## src/logic/sys_setup_pkg.sv

```systemverilog
// shared constants and types of the system configuration register bank
package sys_setup_pkg;

  // clock
  localparam int CLK_MHZ = 50;

  // register indices; byte address is four times the index
  localparam logic [7:0] OPTIONS_INDEX       = 8'h38;
  localparam logic [7:0] CONFIGURATION_INDEX = 8'h3f;
  localparam logic [7:0] PULLUP_INDEX        = 8'h2c;
  localparam logic [7:0] WDOG_SERVICE_INDEX  = 8'h3a;
  localparam logic [7:0] STATUS_INDEX        = 8'h3b;

  // system_options_two fields
  localparam int OPT_STROBE_DRIVE = 7;
  localparam int OPT_PORTC_OD     = 6;
  localparam int OPT_STRETCH      = 5;
  localparam int OPT_VISIBILITY   = 4;
  localparam int OPT_LOW_BIT      = 3;
  localparam int OPT_SPI_RATE     = 2;
  localparam int OPT_FAST_SRC     = 1;
  localparam int OPT_BUS_CLK_DIS  = 0;

  // system_configuration fields
  localparam int CFG_ROM_HIGH     = 7;
  localparam int CFG_BUS_HOLD     = 6;
  localparam int CFG_FAST_OUT_EN  = 5;
  localparam int CFG_PULLUP_MSTR  = 4;
  localparam int CFG_SECURITY_OFF = 3;
  localparam int CFG_WDOG_OFF     = 2;
  localparam int CFG_ROM_PRESENT  = 1;
  localparam int CFG_EEPROM_PRES  = 0;

  // status fields
  localparam int STAT_SINGLE_CHIP = 0;
  localparam int STAT_LOADED      = 1;
  localparam int STAT_EXT_BUSY    = 2;
  localparam int STAT_PULLUP_LSB  = 4;

  // reset values
  localparam logic [7:0] OPTIONS_RESET = 8'h00;
  localparam logic [7:0] CONFIG_RESET  = 8'h00;
  localparam logic [3:0] PULLUP_RESET  = 4'hf;

  // timing
  localparam int WDOG_TIMEOUT_US = 16384;
  localparam int WDOG_CYCLES     = WDOG_TIMEOUT_US * CLK_MHZ;
  localparam int SYNC_STAGES     = 2;

  // external access sequencer
  typedef enum logic [1:0] {
    EXT_IDLE    = 2'b00,
    EXT_FIRST   = 2'b01,
    EXT_LAST    = 2'b10,
    EXT_STRETCH = 2'b11
  } ext_state_type;

  // pins sampled from outside the clock domain
  typedef struct packed {
    logic       single_chip;
    logic       bus_clock;
    logic       oscillator_input_clock;
    logic       quadrupled_clock;
    logic [7:0] setup_strap;
  } pin_in_type;

  // memory map and bus selections
  typedef struct packed {
    logic rom_high_map;
    logic bus_hold_when_internal;
    logic security_off;
    logic rom_present;
    logic eeprom_present;
  } memory_map_type;

  function automatic logic [11:0] reg_addr(input logic [7:0] idx);
    return {2'b00, idx, 2'b00};
  endfunction

endpackage

```

## src/logic/pin_sync.sv

```systemverilog
// two-flop synchroniser for pin inputs
`timescale 1ns/1ps
module pin_sync #(
  parameter int WIDTH = 12
) (
  // clock and reset
  input  wire logic             pclk,
  input  wire logic             presetn,
  // data
  input  wire logic [WIDTH-1:0] async_in,
  output logic      [WIDTH-1:0] sync_out
);

  logic [WIDTH-1:0] stage_reg;

  // first stage feeds only the second
  always_ff @(posedge pclk or negedge presetn) begin
    if (!presetn) begin
      stage_reg <= '0;
      sync_out  <= '0;
    end else begin
      stage_reg <= async_in;
      sync_out  <= stage_reg;
    end
  end

endmodule

```

## src/logic/system_config_registers.sv

```systemverilog
// system configuration register bank with apb access
//
// Functional notes
// - strobe drive bit enables push-pull strobe
// - port c open-drain when bit set
// - stretch adds one cycle to external access
// - expanded mode: internal reads visible externally
// - single chip: visibility bit holds clock low
// - spi shifts low bit first when set
// - source bit picks oscillator or quadrupled clock
// - disable bit suppresses bus clock output
// - options register resets to zero
// - rom high map, low only when expanded
// - expanded bus freeze outside external accesses
// - fast clock pin driven only when enabled
// - master pull-up enable gates all pull-ups
// - security off bit disables eeprom security
// - watchdog forces reset on timeout unless off
// - rom present bit maps rom
// - eeprom present bit maps eeprom
// - port pull-up needs own and master enable
`timescale 1ns/1ps
module system_config_registers #(
  parameter int WDOG_CYCLES = sys_setup_pkg::WDOG_CYCLES
) (
  // clock and reset
  input  wire logic                        pclk,
  input  wire logic                        presetn,
  // apb slave
  input  wire logic                        psel,
  input  wire logic                        penable,
  input  wire logic                        pwrite,
  input  wire logic [11:0]                 paddr,
  input  wire logic [31:0]                 pwdata,
  output logic                             pready,
  output logic      [31:0]                 prdata,
  output logic                             pslverr,
  // pins from outside the domain
  input  wire sys_setup_pkg::pin_in_type   pin_in,
  // core side inputs
  input  wire logic                        load_instruction_strobe,
  input  wire logic [7:0]                  portc_data,
  input  wire logic [7:0]                  portc_dir,
  input  wire logic                        ext_access_start,
  input  wire logic                        internal_read_valid,
  input  wire logic [7:0]                  internal_read_data,
  // strobe pin
  output logic                             mode_strobe_pin_o,
  output logic                             mode_strobe_pin_oe,
  // port c
  output logic      [7:0]                  portc_o,
  output logic      [7:0]                  portc_oe,
  // external bus
  output logic                             ext_access_busy,
  output logic      [7:0]                  ext_data_o,
  output logic                             ext_data_oe,
  output logic                             bus_clock_pin,
  // clocks and peripherals
  output logic                             fast_clock_pin,
  output logic                             fast_clock_oe,
  output logic                             serial_low_bit_first,
  output logic                             spi_rate_select,
  output logic      [3:0]                  port_pullup_en,
  output sys_setup_pkg::memory_map_type    memory_map,
  output logic                             watchdog_reset_req
);

  sys_setup_pkg::pin_in_type    pin_s;
  sys_setup_pkg::ext_state_type ext_state_reg;
  sys_setup_pkg::ext_state_type ext_state_next;
  logic [7:0]  options_reg;
  logic [7:0]  setup_reg;
  logic [3:0]  pullup_reg;
  logic [1:0]  load_wait_reg;
  logic        loaded_reg;
  logic [23:0] wdog_count_reg;
  logic        setup_phase;
  logic        wr_commit;
  logic        hit_opt;
  logic        hit_cfg;
  logic        hit_pull;
  logic        hit_wdog;
  logic        hit_stat;
  logic        single_chip;
  logic [7:0]  read_value;

  pin_sync #(
    .WIDTH($bits(sys_setup_pkg::pin_in_type))
  ) u_pin_sync (
    .pclk    (pclk),
    .presetn (presetn),
    .async_in(pin_in),
    .sync_out(pin_s)
  );
  assign single_chip = pin_s.single_chip;
  // address decode
  always_comb begin
    hit_opt  = 1'b0;
    hit_cfg  = 1'b0;
    hit_pull = 1'b0;
    hit_wdog = 1'b0;
    hit_stat = 1'b0;
    if (paddr == sys_setup_pkg::reg_addr(sys_setup_pkg::OPTIONS_INDEX)) begin
      hit_opt = 1'b1;
    end else if (paddr == sys_setup_pkg::reg_addr(sys_setup_pkg::CONFIGURATION_INDEX)) begin
      hit_cfg = 1'b1;
    end else if (paddr == sys_setup_pkg::reg_addr(sys_setup_pkg::PULLUP_INDEX)) begin
      hit_pull = 1'b1;
    end else if (paddr == sys_setup_pkg::reg_addr(sys_setup_pkg::WDOG_SERVICE_INDEX)) begin
      hit_wdog = 1'b1;
    end else if (paddr == sys_setup_pkg::reg_addr(sys_setup_pkg::STATUS_INDEX)) begin
      hit_stat = 1'b1;
    end
  end

  always_comb begin
    read_value = 8'h00;
    if (hit_opt) begin
      read_value = options_reg;
    end else if (hit_cfg) begin
      read_value = setup_reg;
    end else if (hit_pull) begin
      read_value = {4'h0, pullup_reg};
    end else if (hit_stat) begin
      read_value = {port_pullup_en, 1'b0, ext_access_busy, loaded_reg, single_chip};
    end
  end

  assign setup_phase = psel && !penable;
  assign wr_commit   = psel && penable && pready && pwrite;

  // answer registered in setup, one wait-free access cycle
  always_ff @(posedge pclk or negedge presetn) begin
    if (!presetn) begin
      pready  <= 1'b0;
      prdata  <= 32'h0000_0000;
      pslverr <= 1'b0;
    end else begin
      pready  <= setup_phase;
      pslverr <= setup_phase && !(hit_opt || hit_cfg || hit_pull || hit_wdog || hit_stat);
      if (setup_phase && !pwrite) begin
        prdata <= {24'h00_0000, read_value};
      end
    end
  end

  // options register
  always_ff @(posedge pclk or negedge presetn) begin
    if (!presetn) begin
      options_reg <= sys_setup_pkg::OPTIONS_RESET;
    end else if (wr_commit && hit_opt) begin
      options_reg <= pwdata[7:0];
    end
  end

  // setup register: strap loaded once the synchroniser has settled
  always_ff @(posedge pclk or negedge presetn) begin
    if (!presetn) begin
      setup_reg     <= sys_setup_pkg::CONFIG_RESET;
      load_wait_reg <= 2'h0;
      loaded_reg    <= 1'b0;
    end else begin
      if (!loaded_reg && load_wait_reg == 2'(sys_setup_pkg::SYNC_STAGES)) begin
        setup_reg  <= pin_s.setup_strap;
        loaded_reg <= 1'b1;
      end else if (wr_commit && hit_cfg) begin
        setup_reg <= pwdata[7:0];
      end
      if (!loaded_reg) begin
        load_wait_reg <= load_wait_reg + 2'h1;
      end
    end
  end

  // per-port pull-up enables, order b f g h from bit 0
  always_ff @(posedge pclk or negedge presetn) begin
    if (!presetn) begin
      pullup_reg <= sys_setup_pkg::PULLUP_RESET;
    end else if (wr_commit && hit_pull) begin
      pullup_reg <= pwdata[3:0];
    end
  end

  // pin-facing controls
  always_ff @(posedge pclk or negedge presetn) begin
    if (!presetn) begin
      mode_strobe_pin_o    <= 1'b0;
      mode_strobe_pin_oe   <= 1'b0;
      portc_o              <= 8'h00;
      portc_oe             <= 8'h00;
      serial_low_bit_first <= 1'b0;
      spi_rate_select      <= 1'b0;
      port_pullup_en       <= 4'h0;
    end else begin
      mode_strobe_pin_o  <= load_instruction_strobe;
      mode_strobe_pin_oe <= options_reg[sys_setup_pkg::OPT_STROBE_DRIVE];
      portc_o            <= portc_data;
      // open drain only ever pulls low
      if (options_reg[sys_setup_pkg::OPT_PORTC_OD]) begin
        portc_oe <= portc_dir & ~portc_data;
      end else begin
        portc_oe <= portc_dir;
      end
      serial_low_bit_first <= options_reg[sys_setup_pkg::OPT_LOW_BIT];
      spi_rate_select      <= options_reg[sys_setup_pkg::OPT_SPI_RATE];
      port_pullup_en       <= pullup_reg & {4{setup_reg[sys_setup_pkg::CFG_PULLUP_MSTR]}};
    end
  end

  // external access sequencer
  always_comb begin
    ext_state_next = ext_state_reg;
    case (ext_state_reg)
      sys_setup_pkg::EXT_IDLE: begin
        if (ext_access_start) begin
          ext_state_next = sys_setup_pkg::EXT_FIRST;
        end
      end
      sys_setup_pkg::EXT_FIRST: begin
        ext_state_next = sys_setup_pkg::EXT_LAST;
      end
      sys_setup_pkg::EXT_LAST: begin
        if (options_reg[sys_setup_pkg::OPT_STRETCH]) begin
          ext_state_next = sys_setup_pkg::EXT_STRETCH;
        end else begin
          ext_state_next = sys_setup_pkg::EXT_IDLE;
        end
      end
      default: begin
        ext_state_next = sys_setup_pkg::EXT_IDLE;
      end
    endcase
  end

  always_ff @(posedge pclk or negedge presetn) begin
    if (!presetn) begin
      ext_state_reg   <= sys_setup_pkg::EXT_IDLE;
      ext_access_busy <= 1'b0;
    end else begin
      ext_state_reg   <= ext_state_next;
      ext_access_busy <= ext_state_next != sys_setup_pkg::EXT_IDLE;
    end
  end

  // external data bus and bus clock pin
  always_ff @(posedge pclk or negedge presetn) begin
    if (!presetn) begin
      ext_data_o    <= 8'h00;
      ext_data_oe   <= 1'b0;
      bus_clock_pin <= 1'b0;
    end else begin
      ext_data_o  <= internal_read_data;
      ext_data_oe <= !single_chip && internal_read_valid
                     && options_reg[sys_setup_pkg::OPT_VISIBILITY];
      if (options_reg[sys_setup_pkg::OPT_BUS_CLK_DIS]) begin
        bus_clock_pin <= 1'b0;
      end else if (single_chip && options_reg[sys_setup_pkg::OPT_VISIBILITY]) begin
        bus_clock_pin <= 1'b0;
      end else begin
        bus_clock_pin <= pin_s.bus_clock;
      end
    end
  end

  // fast clock output; sampled copy, so limited to half the pclk rate
  always_ff @(posedge pclk or negedge presetn) begin
    if (!presetn) begin
      fast_clock_pin <= 1'b0;
      fast_clock_oe  <= 1'b0;
    end else begin
      fast_clock_oe <= setup_reg[sys_setup_pkg::CFG_FAST_OUT_EN];
      if (!setup_reg[sys_setup_pkg::CFG_FAST_OUT_EN]) begin
        fast_clock_pin <= 1'b0;
      end else if (options_reg[sys_setup_pkg::OPT_FAST_SRC]) begin
        fast_clock_pin <= pin_s.oscillator_input_clock;
      end else begin
        fast_clock_pin <= pin_s.quadrupled_clock;
      end
    end
  end

  // memory map; low rom and freeze only make sense when expanded
  always_ff @(posedge pclk or negedge presetn) begin
    if (!presetn) begin
      memory_map <= '0;
    end else begin
      memory_map.rom_high_map           <= setup_reg[sys_setup_pkg::CFG_ROM_HIGH] || single_chip;
      memory_map.bus_hold_when_internal <= setup_reg[sys_setup_pkg::CFG_BUS_HOLD] && !single_chip;
      memory_map.security_off           <= setup_reg[sys_setup_pkg::CFG_SECURITY_OFF];
      memory_map.rom_present            <= setup_reg[sys_setup_pkg::CFG_ROM_PRESENT];
      memory_map.eeprom_present         <= setup_reg[sys_setup_pkg::CFG_EEPROM_PRES];
    end
  end

  // watchdog: any write to the service register restarts it
  always_ff @(posedge pclk or negedge presetn) begin
    if (!presetn) begin
      wdog_count_reg     <= 24'h00_0000;
      watchdog_reset_req <= 1'b0;
    end else begin
      watchdog_reset_req <= 1'b0;
      if (setup_reg[sys_setup_pkg::CFG_WDOG_OFF] || (wr_commit && hit_wdog)) begin
        wdog_count_reg <= 24'h00_0000;
      end else if (wdog_count_reg == 24'(WDOG_CYCLES - 1)) begin
        wdog_count_reg     <= 24'h00_0000;
        watchdog_reset_req <= 1'b1;
      end else begin
        wdog_count_reg <= wdog_count_reg + 24'h00_0001;
      end
    end
  end
endmodule

```

## config.mk

```make
export PLATFORM = sky130hd
export DESIGN_NAME = system_config_registers
export DESIGN_NICKNAME = d
export VERILOG_FILES = /design/src/logic/sys_setup_pkg.sv /design/src/logic/pin_sync.sv /design/src/logic/system_config_registers.sv
export SDC_FILE = /design/constraint.sdc
export NUM_CORES = 1
export LEC_CHECK = 0
export BUFFER_PORTS_ARGS = -buffer_cell sky130_fd_sc_hd__buf_2
export CORE_UTILIZATION = 54
export CTS_CLUSTER_SIZE = 14
export DETAILED_ROUTE_END_ITERATION = 7
export PLACE_DENSITY = 0.87
export REMOVE_ABC_BUFFERS = 1
export SYNTH_ARGS = -nofsm -noshare
export SYNTH_HDL_FRONTEND = slang
export SYNTH_HIERARCHICAL = 1
export SYNTH_SLANG_ARGS = --single-unit
```

## constraint.sdc

```tcl
create_clock -name pclk -period 3.2 [get_ports pclk]
set_input_delay 0.48 -clock pclk [delete_from_list [all_inputs] [get_ports pclk]]
set_output_delay 0.48 -clock pclk [all_outputs]
set_load 0.005 [all_outputs]
```

---- After elaboration in Yosys (flattened, before gate mapping) ----
Cells that the tools add are included.
storage, ports and cells
  bits in registers ....................... 126
  bits in latches ......................... 0
  memory bits (writable) .................. 0
  bits in read-only memories .............. 0
  bits of input ports ..................... 88
  output and inout port bits .............. 77
  word-level logic and storage cells ...... 107
  memories kept ........................... 0
operators by class
  add/sub/neg operators ................... 2
  $mul .................................... 0
  div/mod/pow operators ................... 0
  order comparisons ....................... 0
  equal/unequal tests ..................... 9
  shifts and indexed selects .............. 0
  mux-type cells .......................... 33
  bitwise gates (word level) .............. 3
  reductions and logical operators ........ 29
operators by type and width
  cell                     count
  $eq A12 B8 Y1 const B    5
  $mux W8                  7
  $mux W24                 2
  $add A24 B1 Y24 const B  1
  $eq A24 B20 Y1 const B   1
  $mux W1                  21
  $logic_and A1 B1 Y1      15
  $and A8 B8 Y8            1
  $not A8 Y8               1
  $logic_or A1 B1 Y1       6
  $pmux W2 S3              1
  $logic_not A1 Y1         5
  $and A4 B4 Y4            1
  $eq A2 B2 Y1 const B     2
  $mux W2                  2
  $reduce_bool A2 Y1       2
  $add A2 B1 Y2 const B    1
  $eq A2 B1 Y1 const B     1
  $logic_not A2 Y1         1

---- Depth between registers and ports, before layout ----
  depth after elaboration ................. 10
  gate-level depth with buffers ........... 7
  gate-level depth less buffers ........... 5

---- Cells and area by module ----
The synthesis kept the hierarchy.
modules (own cells, without submodules)
  module                   instances  cells each  area an instance (µm²)  seq. area each (µm²)
  system_config_registers  1          393         4469.3                  2557.5
  pin_sync                 1          24          600.6                   600.6

---- Least setup slack after synthesis ----
No wires, ideal clock.
  kind .................................... input port to flip-flop
  start ................................... input port paddr[1]
  end ..................................... register options_reg[0]
  setup time .............................. 0.125 ns
  arrival ................................. 1.810 ns
  required time ........................... 3.075 ns
  setup slack ............................. 1.265 ns
  stages on the path ...................... 4
  buffers on the path ..................... 0
  cells stage by stage .................... nor4_1 nand2b_1 nor2_2 mux2_2
between the ends
  longest elaborated chain between the ends .. 3
ends and longest elaborated chain
  what                  RTL line                        text
  start, declared       system_config_registers.sv:33   input wire logic [11:0] paddr,
  $eq A12 B8 Y1         system_config_registers.sv:103  if (paddr == sys_setup_pkg::reg_addr(sys_setup_pkg::OPTIONS_INDEX)) begin
  $mux W1               system_config_registers.sv:103
  $logic_and A1 B1 Y1   system_config_registers.sv:151  end else if (wr_commit && hit_opt) begin
  end signal, assigned  system_config_registers.sv:150  options_reg <= sys_setup_pkg::OPTIONS_RESET;
  end signal, assigned  system_config_registers.sv:152  options_reg <= pwdata[7:0];
  end, declared         system_config_registers.sv:71   logic [7:0] options_reg;
Every way passes these cells.
A chain may end at the register's enable or synchronous reset.

---- Final worst setup path ----
  start ................................... register wdog_count_reg[0]
  end ..................................... register watchdog_reset_req
between the ends
  longest elaborated chain between the ends .. 3
ends and longest elaborated chain
  what                    RTL line                        text
  start, declared         system_config_registers.sv:76   logic [23:0] wdog_count_reg;
  start signal, assigned  system_config_registers.sv:308  wdog_count_reg <= wdog_count_reg + 24'h00_0001;
  $eq A24 B20 Y1          system_config_registers.sv:304  end else if (wdog_count_reg == 24'(WDOG_CYCLES - 1)) begin
  $mux W1                 system_config_registers.sv:304
  $mux W1                 system_config_registers.sv:302  if (setup_reg[sys_setup_pkg::CFG_WDOG_OFF] || (wr_commit && hit_wdog)) begin
  end signal, assigned    system_config_registers.sv:299  watchdog_reset_req <= 1'b0;
  end signal, assigned    system_config_registers.sv:301  watchdog_reset_req <= 1'b0;
  end signal, assigned    system_config_registers.sv:306  watchdog_reset_req <= 1'b1;
  end, declared           system_config_registers.sv:65   output logic watchdog_reset_req
Every way passes these cells.

==> Flow_metrics.wiki <==
{| class="wikitable"
! Metric !! Value
|-
| Total routing resource utilization after global routing || 25.4%
|-
| Total length of routed wires || 11600 um
|-
| Count of different cell masters after synthesis || 53
|-
| Fin crit share || a little over 70%
|-
| Worst min-delay path class || in -> async
|-
| Warning count from the yosys run || 6
|-
| HPWL Detailed || 7750 um
|-
| Post-synthesis share of cell area spent on full adders, half adders and majority gates || 0.494%
|-
| Drt first pass iters || 5
|-
| Number of flip-flops and latches in the synthesized netlist || 126
|-
| Actual transition at the worst max-transition pin || 809 ps
|-
| ANT nets after route || 0
|-
| Fraction of synthesized area in multiplexers || 4.17%
|-
| TritonCTS clock tree || built
|-
| Nature of the critical path startpoint || register
|-
| Die footprint || about 0.01 mm^2
|-
| Die Width || 98.9 um
|-
| Relative slew margins || 46.1%
|-
| Clock-pin slew reported for the worst setup and hold paths after clock tree synthesis || 70 ps
|-
| Met1 Use GR || 29.3%
|-
| Number of flops mapped to enable cells by yosys || 0
|-
| Cell type with the highest aggregate area in the netlist || sky130_fd_sc_hd__dfrtp_1
|-
| Final TNS setup || 0 ps
|-
| Final std cell area, no fill || roughly 0.0062 mm^2
|-
| Count of input and output buffers || 116
|-
| TritonCTS Buffers || 17
|-
| Number of global-route vias before repair || 3815
|-
| Insertion delay to the later sink of the worst-skew pair || 520 ps
|-
| Area grow syn2layout || 22.9%
|-
| Number of cell instances on the worst register-to-register path || 6
|-
| Clock sink count || 126
|-
| Primary flip-flop cell chosen by synthesis mapping || sky130_fd_sc_hd__dfrtp_1
|-
| Number of fillers in the final layout || ~630
|-
| Initial core utilization || 57.0%
|-
| Share of post-route cells with drive strength above 1 || 33.6%
|-
| Compound-cell area share of the yosys netlist || about 8.7%
|-
| Main combinational cell family by area after synthesis || simple AND/OR/NAND/NOR gates
|-
| Fin. Hold Viols || 0
|-
| Initial DRC Count || just over 200
|-
| Layer with the highest usage || met2
|-
| Clock Tree Buf Depth || 2
|-
| Number of flip-flops in the largest register || 24
|-
| Maximum vdd ir drop || ~0.00045 V
|-
| Antenna Diode Count || 0
|-
| Fin util || 70.1%
|-
| WP data arrival || 2750 ps
|-
| Vert. Die Dim || 98.9 um
|-
| Outcome || finished, final reports clean
|-
| Initial antenna violation count || 0
|-
| Xor/xnor cell area share of the yosys netlist || 2.42%
|-
| Maximum net fanout on the critical path || 13
|-
| Cell chosen for the clock root || sky130_fd_sc_hd__clkbuf_8
|-
| Setup CP Type || reg -> reg
|-
| Data required time of the worst path || 3640 ps
|-
| Buffer count from post-CTS setup fixing || 0
|-
| Number of vias per cell || slightly below 6
|-
| Maximum level of the CTS H-tree || 4
|-
| Post-Synth Simple-Gate Area || 16.5%
|-
| DR DRC count || 0
|-
| Met2 demand-to-capacity share in global routing || 44.9%
|-
| Max Clock Freq || 434 MHz
|-
| Maximum clock skew at final layout || 9.12 ps
|-
| Core Region || 0.00889 mm^2
|-
| Number of nets at the end of the flow || around 630
|-
| Via count of the routed design || between 3000 and 4000
|-
| Total grt overflow || 0
|-
| Average cell area after synthesis || ~12 um^2
|-
| Number of top-level pins || 165
|-
| Share of flip-flops with an asynchronous set or reset || 100%
|-
| Shortest period the worst path allows || roughly 2300 ps
|-
| Largest net degree at the start of global routing || 72
|-
| Top post-synthesis cells by area || sky130_fd_sc_hd__dfrtp_1, sky130_fd_sc_hd__mux2_2, sky130_fd_sc_hd__buf_4, sky130_fd_sc_hd__nand4_1, sky130_fd_sc_hd__dfstp_2
|-
| GPL Wtd Cong || ~0.91
|-
| Post-detailed-placement cell area || 0.00566 mm^2
|-
| Wire length of the first global-routing pass || 18700 um
|-
| Number of cell rows || 34
|-
| Setup repair after global routing missed its margin || false
|-
| Final setup vio count || 0
|-
| Syn Std Cell Area || 0.00507 mm^2
|-
| Leakage Power || 2.87 nW
|-
| Share of Yosys cell area claimed by the top area cell type || 60.2%
|-
| Met3 Use GR || under 10%
|-
| Gates resized, CTS repair || 0
|-
| Sequential element share of the synthesized area || 62.3%
|-
| Cell count after synthesis || 417
|-
| Critical Path End Type || register
|-
| Number of hold buffers added after CTS || 0
|-
| Average wire per cell in the routed design || 17.6 um
|-
| Total of max-cap violations || 0
|-
| Pwr Density || between 500 and 600 mW/mm^2
|-
| Final-report max-slew violation count || 0
|}
worst paths after layout:
path	slack (ps)	end	from
hold reg to reg	350	u_pin_sync/sync_out[1]	u_pin_sync/stage_reg[1]
max in group asynchronous	2360	wdog_count_reg[10]	presetn
hold / removal	9	portc_o[4]	presetn
setup reg to reg	890	watchdog_reset_req	wdog_count_reg[0]
setup / recovery	890	watchdog_reset_req	wdog_count_reg[0]
min in group pclk	70	u_pin_sync/stage_reg[5]	pin_in[5]
layer usage:
metal | vias to the layer above | wire length [um]
met3 | 25 | 773
met4 | 0 | 296
met5 | - | 0
met2 | 172 | 6120
met1 | 1887 | 4400
li1 | 1716 | -
metrics by stage:
| step | setup slack [ps] | std cells | power (mW) | hold WS (ps) |
|---|---|---|---|---|
| 2_1_floorplan | 616 | 400 | 1.74 | 184 |
| 3_3_place_gp | 803 | 627 | 1.86 | 335 |
| 3_5_place_dp | 710 | 627 | 1.87 | 336 |
| 6_report | 894 | 659 | 3.67 | 9.16 |
| 4_1_cts | 880 | 659 | 3.69 | 26.7 |
| 5_1_grt | 687 | 659 | 3.80 | 38.6 |
cell type report:
class                   instances  area (um^2)  share of cell area, %
repair buffers                119          618                   9.92
clock buffers                  17          414                   6.65
multi-input cells             268         1730                   27.8
flip-flops and latches        126         3160                   50.7
inverters                       6         22.5                  0.361
well taps                     108          135                   2.17
clock inverters                15          154                   2.47
cell families after synthesis:
family	after synthesis
XOR/XNOR	14
buffers and inverters	46
AND/OR/NAND/NOR	145
flip-flops	126
other	1
adder cells (fa/ha/maj)	2
multiplexers	19
AO/OA/AOI/OAI	64
placed cells by master, fill, tap and decap left out, types with 8 or more instances in the layout:
cell,Yosys,routed
sky130_fd_sc_hd__a21boi_0,8,8
sky130_fd_sc_hd__a31oi_1,8,8
sky130_fd_sc_hd__buf_2,5,115
sky130_fd_sc_hd__clkbuf_16,0,16
sky130_fd_sc_hd__conb_1,1,24
sky130_fd_sc_hd__dfrtp_1,122,122
sky130_fd_sc_hd__mux2_2,17,17
sky130_fd_sc_hd__nand2_1,13,13
sky130_fd_sc_hd__nand3_1,17,17
sky130_fd_sc_hd__nand4_1,19,19
sky130_fd_sc_hd__nor2_1,18,18
sky130_fd_sc_hd__nor2b_1,8,8
sky130_fd_sc_hd__nor3_1,18,17
sky130_fd_sc_hd__o21ai_0,18,18
sky130_fd_sc_hd__xnor2_1,10,10
power by group:
group          internal (mW)  total [mW]  switching [mW]
sequential              1.65        1.67          0.0256
clock                   1.06        1.82           0.768
combinational         0.0713       0.171           0.100
worst max-delay path, stage by stage (launching register included):
cell                      delay, ps
sky130_fd_sc_hd__dfrtp_1        410
sky130_fd_sc_hd__ha_1           240
sky130_fd_sc_hd__and4_1         260
sky130_fd_sc_hd__nand3_1        270
sky130_fd_sc_hd__nor3_2         590
sky130_fd_sc_hd__buf_4          310
sky130_fd_sc_hd__nor2b_1        150
cell usage after synthesis, types with 4 or more instances:
| cell | number |
|---|---|
| sky130_fd_sc_hd__nand2_1 | 13 |
| sky130_fd_sc_hd__nor2_1 | 18 |
| sky130_fd_sc_hd__dfstp_2 | 4 |
| sky130_fd_sc_hd__inv_1 | 6 |
| sky130_fd_sc_hd__xor2_1 | 4 |
| sky130_fd_sc_hd__buf_2 | 5 |
| sky130_fd_sc_hd__a31oi_1 | 8 |
| sky130_fd_sc_hd__nor3b_1 | 4 |
| sky130_fd_sc_hd__nand3_1 | 17 |
| sky130_fd_sc_hd__o21ai_0 | 18 |
| sky130_fd_sc_hd__nand4_1 | 19 |
| sky130_fd_sc_hd__clkbuf_1 | 8 |
| sky130_fd_sc_hd__or2_2 | 5 |
| sky130_fd_sc_hd__nor3_1 | 18 |
| sky130_fd_sc_hd__or4_1 | 5 |
| sky130_fd_sc_hd__mux2_2 | 17 |
| sky130_fd_sc_hd__a21boi_0 | 8 |
| sky130_fd_sc_hd__xnor2_1 | 10 |
| sky130_fd_sc_hd__nor2b_1 | 8 |
| sky130_fd_sc_hd__nand2b_1 | 4 |
| sky130_fd_sc_hd__buf_4 | 25 |
| sky130_fd_sc_hd__o31ai_1 | 5 |
| sky130_fd_sc_hd__nor4_1 | 6 |
| sky130_fd_sc_hd__and3_1 | 6 |
| sky130_fd_sc_hd__dfrtp_1 | 122 |
| sky130_fd_sc_hd__and2_1 | 5 |
| sky130_fd_sc_hd__a211oi_1 | 7 |
(Power assumes the default switching activity.)
